<file path="src/hw/sdm_pkg.sv">
// shared constants, register map and carrier types of the door and enabling-switch monitor
// assumes one 100 MHz clock domain and a classic wishbone register bus
package sdm_pkg;

   // register byte offsets
   localparam logic [3:0] ADDR_CTRL  = 4'h0;
   localparam logic [3:0] ADDR_STAT  = 4'h4;
   localparam logic [3:0] ADDR_MASK  = 4'h8;
   localparam logic [3:0] ADDR_STATE = 4'hc;

   // control field layout
   localparam int         CFG_W        = 3;
   localparam int         CFG_DOOR_LSB = 0;
   localparam int         CFG_ESM_LSB  = 4;
   localparam logic [2:0] CFG_RST      = 3'h0;

   // event bits, shared by status and mask
   localparam int         EV_W       = 3;
   localparam int         EV_DOOR    = 0;
   localparam int         EV_ESM     = 1;
   localparam int         EV_RESET   = 2;
   localparam logic [2:0] MASK_RST   = 3'h0;

   // state register layout
   localparam int STATE_PHASE_LSB = 0;
   localparam int STATE_DFLT      = 4;
   localparam int STATE_EFLT      = 5;
   localparam int STATE_UNLOCK    = 6;
   localparam int STATE_STOP      = 7;
   localparam int STATE_CFGOK     = 8;

   // channel type of a safety input
   typedef enum logic [2:0] {
      chan_not_used   = 3'h0,
      chan_dual_eq    = 3'h1,
      chan_dual_eq_3s = 3'h2,
      chan_dual_cp    = 3'h3,
      chan_dual_cp_3s = 3'h4,
      chan_solid_3s   = 3'h5,
      chan_single     = 3'h6
   } sdm_chan_cfg_t;

   // monitoring phase, one-hot
   typedef enum logic [3:0] {
      ph_inactive = 4'h1,
      ph_delay    = 4'h2,
      ph_armed    = 4'h4,
      ph_opened   = 4'h8
   } sdm_phase_t;

   typedef struct packed {
      logic door_closed_input;
      logic enabling_switch_input;
      logic speed_limit_request_input;
      logic safe_stop_input;
   } sdm_pins_t;

   // idle pin levels: door closed, switch off, request on, stop input off
   localparam sdm_pins_t PINS_RST = 4'ha;

   typedef struct packed {
      logic        cyc;
      logic        stb;
      logic        we;
      logic [3:0]  sel;
      logic [3:0]  adr;
      logic [31:0] dat;
   } sdm_wb_req_t;

   typedef struct packed {
      sdm_phase_t    phase;
      sdm_pins_t     prev;
      logic          door_flt;
      logic          esm_flt;
      logic          unlock;
      sdm_chan_cfg_t door_cfg;
      sdm_chan_cfg_t esm_cfg;
      logic [2:0]    stat;
      logic [2:0]    mask;
      logic          ack;
      logic [31:0]   rdata;
   } sdm_state_t;

endpackage

</file>
<file path="src/hw/sdm_sync.sv">
// two-stage synchroniser for a group of asynchronous pins
// assumes the pins are already debounced and channel-checked upstream
`timescale 1ns/1ns
module sdm_sync #(
   parameter int               WIDTH   = 4,
   parameter logic [WIDTH-1:0] RST_VAL = '0
) (
   input  wire logic             clock,
   input  wire logic             rst_n,
   input  wire logic [WIDTH-1:0] async_in,
   output logic      [WIDTH-1:0] sync_out
);
   logic [WIDTH-1:0] meta;

   // a zero-width group cannot be synchronised
   if (WIDTH < 1) begin : g_bad_width
      $error("sdm_sync width must be at least one");
   end

   // meta feeds only the second stage
   always_ff @(posedge clock or negedge rst_n) begin
      if (!rst_n) begin
         meta     <= RST_VAL;
         sync_out <= RST_VAL;
      end else begin
         meta     <= async_in;
         sync_out <= meta;
      end
   end
endmodule // sdm_sync

</file>
<file path="src/hw/sdm_monitor.sv">
// limited-speed door and enabling-switch supervision with wishbone registers
// assumes speed compare, delay timing and stop sequencing live in neighbour logic
// How it works
// in this mode run speed and stop checks plus door and switch supervision
// unlock the door only while monitoring, switch on and speed below limit
// switch going off after the door opened raises a switch fault and stop
// door opening while switch off during monitoring raises a door fault
// during monitoring the switch is ignored until the door is first seen open
// once opened, switch supervision continues even when the door closes again
// monitoring inactive: door must stay closed, switch is don't-care
// during the monitor delay the switch has no effect
// during the monitor delay the door must stay closed or a door fault occurs
// stop reset with the door open gives a door fault
// limited-speed reset with the door open gives a door fault
// stop reset while speed request is off gives a switch fault
// door input channel type selectable, not used by default, must be used
// switch input channel type selectable, not used by default, must be used
// operator drops the speed request and keeps speed below limit after delay
// operator holds switch until door closed and request on, resets, releases
// faults latch and keep the stop in force until a valid reset
`timescale 1ns/1ns
module sdm_monitor
   import sdm_pkg::*;
(
   input  wire logic                 clock,
   input  wire logic                 rst_n,
   input  wire sdm_pkg::sdm_pins_t   pins,
   input  wire logic                 sls_active,
   input  wire logic                 sls_delay,
   input  wire logic                 speed_below_limit,
   input  wire sdm_pkg::sdm_wb_req_t wb_req,
   output logic                      wb_ack,
   output logic      [31:0]          wb_dat_o,
   output logic                      door_unlock,
   output logic                      stop_request,
   output logic                      door_fault,
   output logic                      enabling_switch_fault,
   output logic                      irq
);
   import sdm_pkg::*;

   sdm_state_t s;
   sdm_state_t next_s;
   sdm_pins_t  syn;

   logic       cfg_ok;
   logic       door_fall;
   logic       esm_fall;
   logic       ss_rise;
   logic       sls_rise;
   logic       door_ev;
   logic       esm_ev;
   logic       reset_ok;
   logic       bus_go;
   logic [2:0] ev_vec;
   sdm_phase_t phase_in;

   // pins cross into the clock domain before anything looks at them
   // sync starts at the idle levels so no false door fault or edge follows reset
   sdm_sync #(
      .WIDTH   ($bits(sdm_pins_t)),
      .RST_VAL (PINS_RST)
   ) u_sync (
      .clock    (clock),
      .rst_n    (rst_n),
      .async_in (pins),
      .sync_out (syn)
   );

   // both inputs must name a used channel type; an out-of-range code is refused too
   assign cfg_ok = (s.door_cfg != chan_not_used) && (s.door_cfg <= chan_single) &&
                   (s.esm_cfg != chan_not_used) && (s.esm_cfg <= chan_single);

   assign door_fall = s.prev.door_closed_input && !syn.door_closed_input;
   assign esm_fall  = s.prev.enabling_switch_input && !syn.enabling_switch_input;
   assign ss_rise   = !s.prev.safe_stop_input && syn.safe_stop_input;
   assign sls_rise  = !s.prev.speed_limit_request_input && syn.speed_limit_request_input;
   assign bus_go    = wb_req.cyc && wb_req.stb && !s.ack;

   // phase of the speed monitoring owned by neighbour logic
   always_comb begin
      if (sls_active) begin
         phase_in = ph_armed;
      end else if (sls_delay) begin
         phase_in = ph_delay;
      end else begin
         phase_in = ph_inactive;
      end
   end

   always_comb begin
      door_ev = 1'b0;
      esm_ev  = 1'b0;
      case (s.phase)
         ph_inactive: begin
            if (!syn.door_closed_input) begin
               door_ev = 1'b1;
            end
         end
         ph_delay: begin
            // the switch is not looked at here
            if (!syn.door_closed_input) begin
               door_ev = 1'b1;
            end
         end
         ph_armed: begin
            // switch ignored until the door has been seen open
            if (sls_active && door_fall && !syn.enabling_switch_input) begin
               door_ev = 1'b1;
            end
         end
         ph_opened: begin
            if (sls_active && !syn.enabling_switch_input) begin
               esm_ev = 1'b1;
            end
         end
         default: begin
            door_ev = 1'b1;
         end
      endcase
      if ((ss_rise || sls_rise) && !syn.door_closed_input) begin
         door_ev = 1'b1;
      end
      if (ss_rise && !syn.speed_limit_request_input) begin
         esm_ev = 1'b1;
      end
   end

   // a reset counts only when it raised no fault of its own
   assign reset_ok = (ss_rise || sls_rise) && !door_ev && !esm_ev && cfg_ok;
   assign ev_vec   = {reset_ok, esm_ev, door_ev};

   always_comb begin
      next_s      = s;
      next_s.prev = syn;
      next_s.ack  = bus_go;

      // phase tracking; leaving monitoring drops the opened history
      if (phase_in != ph_armed) begin
         next_s.phase = phase_in;
      end else if (s.phase == ph_opened) begin
         next_s.phase = ph_opened;
      end else if (!syn.door_closed_input && s.phase == ph_armed) begin
         next_s.phase = ph_opened;
      end else begin
         next_s.phase = ph_armed;
      end

      // latched faults; a new fault beats a simultaneous reset
      if (reset_ok) begin
         next_s.door_flt = 1'b0;
         next_s.esm_flt  = 1'b0;
      end
      if (door_ev) begin
         next_s.door_flt = 1'b1;
      end
      if (esm_ev) begin
         next_s.esm_flt = 1'b1;
      end

      // door stays locked outside monitoring even under a fault
      next_s.unlock = sls_active && (s.phase == ph_armed || s.phase == ph_opened) &&
                      syn.enabling_switch_input && speed_below_limit;

      // register reads
      next_s.rdata = 32'h0;
      if (bus_go && !wb_req.we) begin
         case (wb_req.adr)
            ADDR_CTRL: begin
               next_s.rdata[CFG_DOOR_LSB +: CFG_W] = s.door_cfg;
               next_s.rdata[CFG_ESM_LSB +: CFG_W]  = s.esm_cfg;
            end
            ADDR_STAT: begin
               next_s.rdata[EV_W-1:0] = s.stat;
            end
            ADDR_MASK: begin
               next_s.rdata[EV_W-1:0] = s.mask;
            end
            ADDR_STATE: begin
               next_s.rdata[STATE_PHASE_LSB +: 4] = s.phase;
               next_s.rdata[STATE_DFLT]           = s.door_flt;
               next_s.rdata[STATE_EFLT]           = s.esm_flt;
               next_s.rdata[STATE_UNLOCK]         = s.unlock;
               next_s.rdata[STATE_STOP]           = stop_request;
               next_s.rdata[STATE_CFGOK]          = cfg_ok;
            end
            default: begin
               next_s.rdata = 32'h0;
            end
         endcase
      end

      // register writes, low byte lane only
      if (bus_go && wb_req.we && wb_req.sel[0]) begin
         case (wb_req.adr)
            ADDR_CTRL: begin
               next_s.door_cfg = sdm_chan_cfg_t'(wb_req.dat[CFG_DOOR_LSB +: CFG_W]);
               next_s.esm_cfg  = sdm_chan_cfg_t'(wb_req.dat[CFG_ESM_LSB +: CFG_W]);
            end
            ADDR_STAT: begin
               next_s.stat = s.stat & ~wb_req.dat[EV_W-1:0];
            end
            ADDR_MASK: begin
               next_s.mask = wb_req.dat[EV_W-1:0];
            end
            default: begin
               next_s.mask = next_s.mask;
            end
         endcase
      end
      // hardware set wins over a write-one clear in the same cycle
      next_s.stat = next_s.stat | ev_vec;
   end

   always_ff @(posedge clock or negedge rst_n) begin
      if (!rst_n) begin
         s.phase    <= ph_inactive;
         s.prev     <= PINS_RST;
         s.door_flt <= 1'b0;
         s.esm_flt  <= 1'b0;
         s.unlock   <= 1'b0;
         s.door_cfg <= sdm_chan_cfg_t'(CFG_RST);
         s.esm_cfg  <= sdm_chan_cfg_t'(CFG_RST);
         s.stat     <= 3'h0;
         s.mask     <= MASK_RST;
         s.ack      <= 1'b0;
         s.rdata    <= 32'h0;
      end else begin
         s <= next_s;
      end
   end

   assign wb_ack                = s.ack;
   assign wb_dat_o              = s.rdata;
   assign door_unlock           = s.unlock;
   assign door_fault            = s.door_flt;
   assign enabling_switch_fault = s.esm_flt;
   // an unusable configuration holds the stop as well
   assign stop_request          = s.door_flt || s.esm_flt || !cfg_ok;
   assign irq                   = |(s.stat & s.mask);
endmodule // sdm_monitor

</file>
<file path="config.mk">
export PLATFORM = sky130hd
export DESIGN_NAME = sdm_monitor
export DESIGN_NICKNAME = d
export VERILOG_FILES = /design/src/hw/sdm_pkg.sv /design/src/hw/sdm_sync.sv /design/src/hw/sdm_monitor.sv
export SDC_FILE = /design/constraint.sdc
export NUM_CORES = 1
export LEC_CHECK = 0
export ABC_AREA = 1
export BUFFER_PORTS_ARGS = -buffer_cell sky130_fd_sc_hd__buf_4
export CORE_MARGIN = 4
export CORE_UTILIZATION = 45
export CTS_BUF_LIST = sky130_fd_sc_hd__clkbuf_4 sky130_fd_sc_hd__clkbuf_8
export CTS_CLUSTER_SIZE = 8
export DETAILED_ROUTE_END_ITERATION = 12
export PLACE_DENSITY = 0.78
export SYNTH_ARGS = -nofsm -noshare
export SYNTH_HDL_FRONTEND = slang
export SYNTH_SLANG_ARGS = --single-unit
</file>
<file path="constraint.sdc">
create_clock -name clock -period 2.1 [get_ports clock]
set_input_delay 0 -clock clock [delete_from_list [all_inputs] [get_ports clock]]
set_output_delay 0 -clock clock [all_outputs]
set_load 0.02 [all_outputs]
</file>
Word-level counts from Yosys, hierarchy flattened
Index checks and enable logic that the tools add are counted.
{"block": "totals", "reg_bits": 63, "latchBits": 0, "ramBits": 0, "rom_bits": 0, "out_inout_bits": 38, "word_cells": 98, "mem_count": 0}
{"block": "op_classes", "addsub": 0, "mul": 0, "div": 0, "magnitude_cmp": 2, "eq_ne": 8, "n_shift": 0, "n_mux": 23, "bitwise_logic": 4, "n_reduce_logical": 46}
{"op": "$logic_and A1 B1 Y1", "count": 23}
{"op": "$mux W4", "count": 4}
{"op": "$eq A4 B4 Y1 const B", "count": 3}
{"op": "$pmux W3 S4", "count": 1}
{"op": "$logic_not A1 Y1", "count": 10}
{"op": "$mux W1", "count": 9}
{"op": "$mux W9", "count": 1}
{"op": "$eq A4 B3 Y1 const B", "count": 2}
{"op": "$and A3 B3 Y3", "count": 2}
{"op": "$le A3 B3 Y1 const B", "count": 2}
{"op": "$mux W2", "count": 3}
{"op": "$mux W3", "count": 2}
{"op": "$mux W6", "count": 1}
{"op": "$pmux W3 S2", "count": 1}
{"op": "$reduce_bool A3 Y1", "count": 2}
{"op": "$eq A4 B1 Y1 const B", "count": 1}
{"op": "$eq A4 B2 Y1 const B", "count": 1}
{"op": "$logic_not A4 Y1", "count": 1}
{"op": "$logic_or A1 B1 Y1", "count": 4}
{"op": "$ne A4 B3 Y1 const B", "count": 1}
{"op": "$reduce_and A2 Y1", "count": 2}
{"op": "$reduce_bool A2 Y1", "count": 2}
{"op": "$not A3 Y3", "count": 1}
{"op": "$or A3 B3 Y3", "count": 1}
{"op": "other kinds (3)", "count": 3}

Depth between registers and ports, before layout
{"block": "logic_depth", "depth_word": 13, "depth_mapped": 9, "ltp_nobuf": 9}

By module
A second synthesis with hierarchy kept.
{"block": "unflattened", "hier_cells": 219, "hier_area_um2": 1941.9}
{"mod": "sdm_monitor", "instances": 1, "cells_each": 211, "area_each_um2": 1736.7}
{"mod": "sdm_sync", "instances": 1, "cells_each": 8, "area_each_um2": 205.2}

Worst setup path after synthesis
Ideal clock, no wire load.
{"block": "synth_timing", "path_kind": "register to register", "from": "reg s, in the netlist wb_ack", "to": "reg s[40] in the netlist's numbering", "setup_ns": 0.118, "t_arrival_ns": 1.078, "t_required_ns": 1.982, "setup_slack_ns": 0.903, "stages_incl_launch_ff": 7, "path_buffers": 1, "path_cell_list": "dfrtp_1 -> nand3b_4 -> nor2_2 -> nand2_2 -> buf_6 -> nor2_2 -> a21oi_2"}
{"block": "synth_via", "elab_chain_len": 5}
{"element": "start: declaration", "line": "sdm_monitor.sv:42", "rtl": "sdm_state_t s;"}
{"element": "start signal: assignment", "line": "sdm_monitor.sv:229", "rtl": "s <= next_s;"}
{"element": "$logic_not A1 Y1", "line": "sdm_monitor.sv:78", "rtl": "assign bus_go = wb_req.cyc && wb_req.stb && !s.ack;"}
{"element": "$logic_and A1 B1 Y1", "line": "sdm_monitor.sv:78"}
{"element": "$logic_and A1 B1 Y1 (2 in a row)", "line": "sdm_monitor.sv:194", "rtl": "if (bus_go && wb_req.we && wb_req.sel[0]) begin"}
{"element": "$reduce_and A2 Y1 (no source line)"}
Every way passes these cells.
A chain may end at the register's enable or synchronous reset.

Worst setup path in the final report
{"block": "layout_timing", "from": "reg s, in the netlist wb_ack", "to": "reg s[41] in the netlist's numbering"}
Same word-level chain as after synthesis.

==> out/results.txt <==
Die width: 73.7 um
Vias in the first global route: 1292
IO Pins: 90
Top_reg_cell synth: dfrtp_1
RSZ-0062 raised after global routing: false
Vias post-DR: 1421
Fin util: 58.6%
Internal power: 1.25 mW
Antenna-violating nets left: 0
Register area share after synthesis: 52.0%
Wirelength, routed: 3430 um
Synth cell types: 25
Outcome: finished clean
H-Tree Depth: 2
GRT Util Overall: 13.5%
First-pass GRT wire length: 5530 um
Die H: 73.7 um
Flops & latches, synth: 40
Worst min path class: input pin to register
VDD IR max: 0.000598 V
Layout Nets: 321
Reg2reg end: s[41]$_DFFE_PN0P_
Dpl cells: 295
Yosys top cell area share: 42.5%
Clock Tree Buf Depth: 2
Die footprint: 5430 um2
Antenna cells: 0
End of the critical path: s[41]$_DFFE_PN0P_
Hold Violations, Final: 0
Hold Buf Count CTS: 17
Clock share of power: 36.8%
Total net switching power: 0.426 mW
HPWL Detailed: 2570 um
Mapped Area: 1940 um2
EDFF count, synth: 0
Worst setup EP type: register
Crit. Startpoint: wb_ack$_DFF_PN0_
Clock skew: 0.00170 ns
TritonCTS clock tree: built
Post-CTS sizing: 0
TritonCTS Sinks: 40
Layout cells sized above 1: 26.7%
Initial Util: 47.5%
Site row count: 23
Final Instance Count excl. Fillers: 320
Pleak: 1.24 nW
Max Cap Viol: 0
Worst Hold Launch: wb_req[2]
Kind of critical path: register to register
Sequential share of power: 49.8%
I/O Buffers: 37
Syn avg cell area: 8.87 um2
Total Neg Setup Slack: 0 ns
Worst Setup Start Kind: register
Initial antenna violation count: 0
Worst r2r path cells: 5
Ranking of synthesized cells by area: dfrtp_1, buf_4, dfstp_2
Clk root buf: clkbuf_8
Post-CTS Setup Bufs: 0
RePlAce Congestion: 0.921
Worst path arrival time: 1.47 ns
Reg clk slew, reported paths: 0.08 ns
R2r setup slk: 0.81 ns
Routed wire length per instance: 10.7 um
Pwr dens: 700 nW/um2
Clock Latency Late Sink: 0.29 ns
Gr ovfl total: 0
Via/cell ratio: 4.44
Comb pwr share: 13.4%
Async S/R FF share, synth: 100%
Core area: 4090 um2
Largest net degree at the start of global routing: 41
Crit Reg-Reg Startpoint: wb_ack$_DFF_PN0_
Cell count after synthesis: 219
Endpoints failing setup: 0
Total power: 1.68 mW
Fmax: 775 MHz
Slew Limit Fails: 0
Number of synthesis warnings: 0
Cell taking the most area after synthesis: dfrtp_1
Num CTS Buffers: 5
Worst Path Max Fanout: 12
Sw frac: 25.4%
Final hold slack: 0.00813 ns
Minimum clock period: 1.29 ns
CP required: 2.28 ns
Residual DRC: 0
Tcrit/Tclk final: 61.4%
First-pass iteration count of the detailed router: 4
Area Overhead vs Synth: 23.3%
DRT iter0 DRCs: 107
==> power groups by stage <==
| stage | clock [mW] | combinational, mW | sequential [mW] |
|---|---|---|---|
| after floorplan | 0 | 0.154 | 0.846 |
| after global placement | 0 | 0.198 | 0.848 |
| after detailed placement | 0 | 0.201 | 0.849 |
| after CTS | 0.635 | 0.226 | 0.835 |
| after global routing | 0.669 | 0.253 | 0.840 |
| final | 0.618 | 0.225 | 0.835 |
==> worst max-delay path, cell delays in order (launching register included) <==
cell      delay [ns]
dfrtp_1         0.38
nand3b_4        0.17
nor2_2          0.17
nand2_2         0.23
nor2_1          0.18
a21oi_2         0.04
==> cell families after synthesis <==
logic type             share of synthesized area (%)
flip-flops                                      52.0
other                                          0.193
AO/OA/AOI/OAI                                   7.60
buffers and inverters                           18.9
AND/OR/NAND/NOR                                 21.3
==> per-layer routing <==
layer | GRT usage, % | wire length, um | up-vias
met3 | 3.69 | 256 | 8
met5 | 0 | 0 | -
met1 | 16.7 | 1480 | 638
li1 | - | - | 722
met4 | 6.64 | 70 | 0
met2 | 21.8 | 1620 | 53
==> cells in the mapped netlist (2+ instances only) <==
| cell | count |
|---|---|
| a21oi_2 | 3 |
| nor2_1 | 21 |
| o21ai_1 | 7 |
| nand2_1 | 42 |
| nor2_2 | 4 |
| dfrtp_1 | 33 |
| o21ai_0 | 6 |
| o21ai_2 | 3 |
| inv_2 | 5 |
| dfstp_2 | 7 |
| nand3_1 | 15 |
| o22ai_1 | 3 |
| nand4_1 | 2 |
| buf_4 | 32 |
| inv_1 | 26 |
==> flip-flops by register name, indices dropped and copies added (netlist names) <==
| signal | flops |
|---|---|
| u_sync.sync_out | 4 |
| door_unlock | 1 |
| enabling_switch_fault | 1 |
| s | 19 |
| u_sync.meta | 4 |
| wb_ack | 1 |
| wb_dat_o | 9 |
| door_fault | 1 |
==> worst min path at each step <==
stage,to,cells past startpoint,slack [ns]
floorplan,door_fault$_DFFE_PN0P_,0,-0.30
global placement,s[34]$_DFFE_PN0P_,1,-0.005
detailed placement,s[34]$_DFFE_PN0P_,1,0.002
CTS,s[44]$_DFFE_PN0P_,3,0.009
global route,s[44]$_DFFE_PN0P_,3,0.02
finish,s[44]$_DFFE_PN0P_,3,0.008
==> area by class of cell <==
cell class	count	area (um2)
Tap cell	50	62.6
Clock buffer	5	68.8
Fill cell	366	1690
Timing Repair Buffer	54	448
Inverter	31	116
Clock inverter	3	42.5
Sequential cell	40	1010
Multi-Input combinational cell	137	647
==> stage by stage <==
stage	setup WS [ns]	instance area [um2]
after floorplan	0.903	2020
after global placement	0.829	2110
after detailed placement	0.817	2110
after CTS	0.803	2390
after global routing	0.699	2390
final	0.810	2390
==> cell usage in the layout (no fill, tap or decap) <==
master / count
nand4_1: 2
o21ai_1: 7
nand2_2: 1
clkinvlp_4: 1
nor2_4: 1
dfrtp_1: 33
nor2_1: 21
or2_0: 1
o21ai_2: 3
dfstp_2: 7
nand3_1: 15
o22ai_1: 3
nor3_2: 1
o21ai_0: 6
inv_1: 26
a31oi_1: 1
conb_1: 23
buf_4: 37
a21oi_1: 1
nand3b_4: 1
clkinv_2: 1
inv_2: 5
nand2_1: 42
nor2_2: 4
bufinv_16: 1
nand3_2: 1
dlygate4sd3_1: 17
clkbuf_8: 5
a21oi_2: 3
No activity file was read; power rests on OpenSTA's default activity.
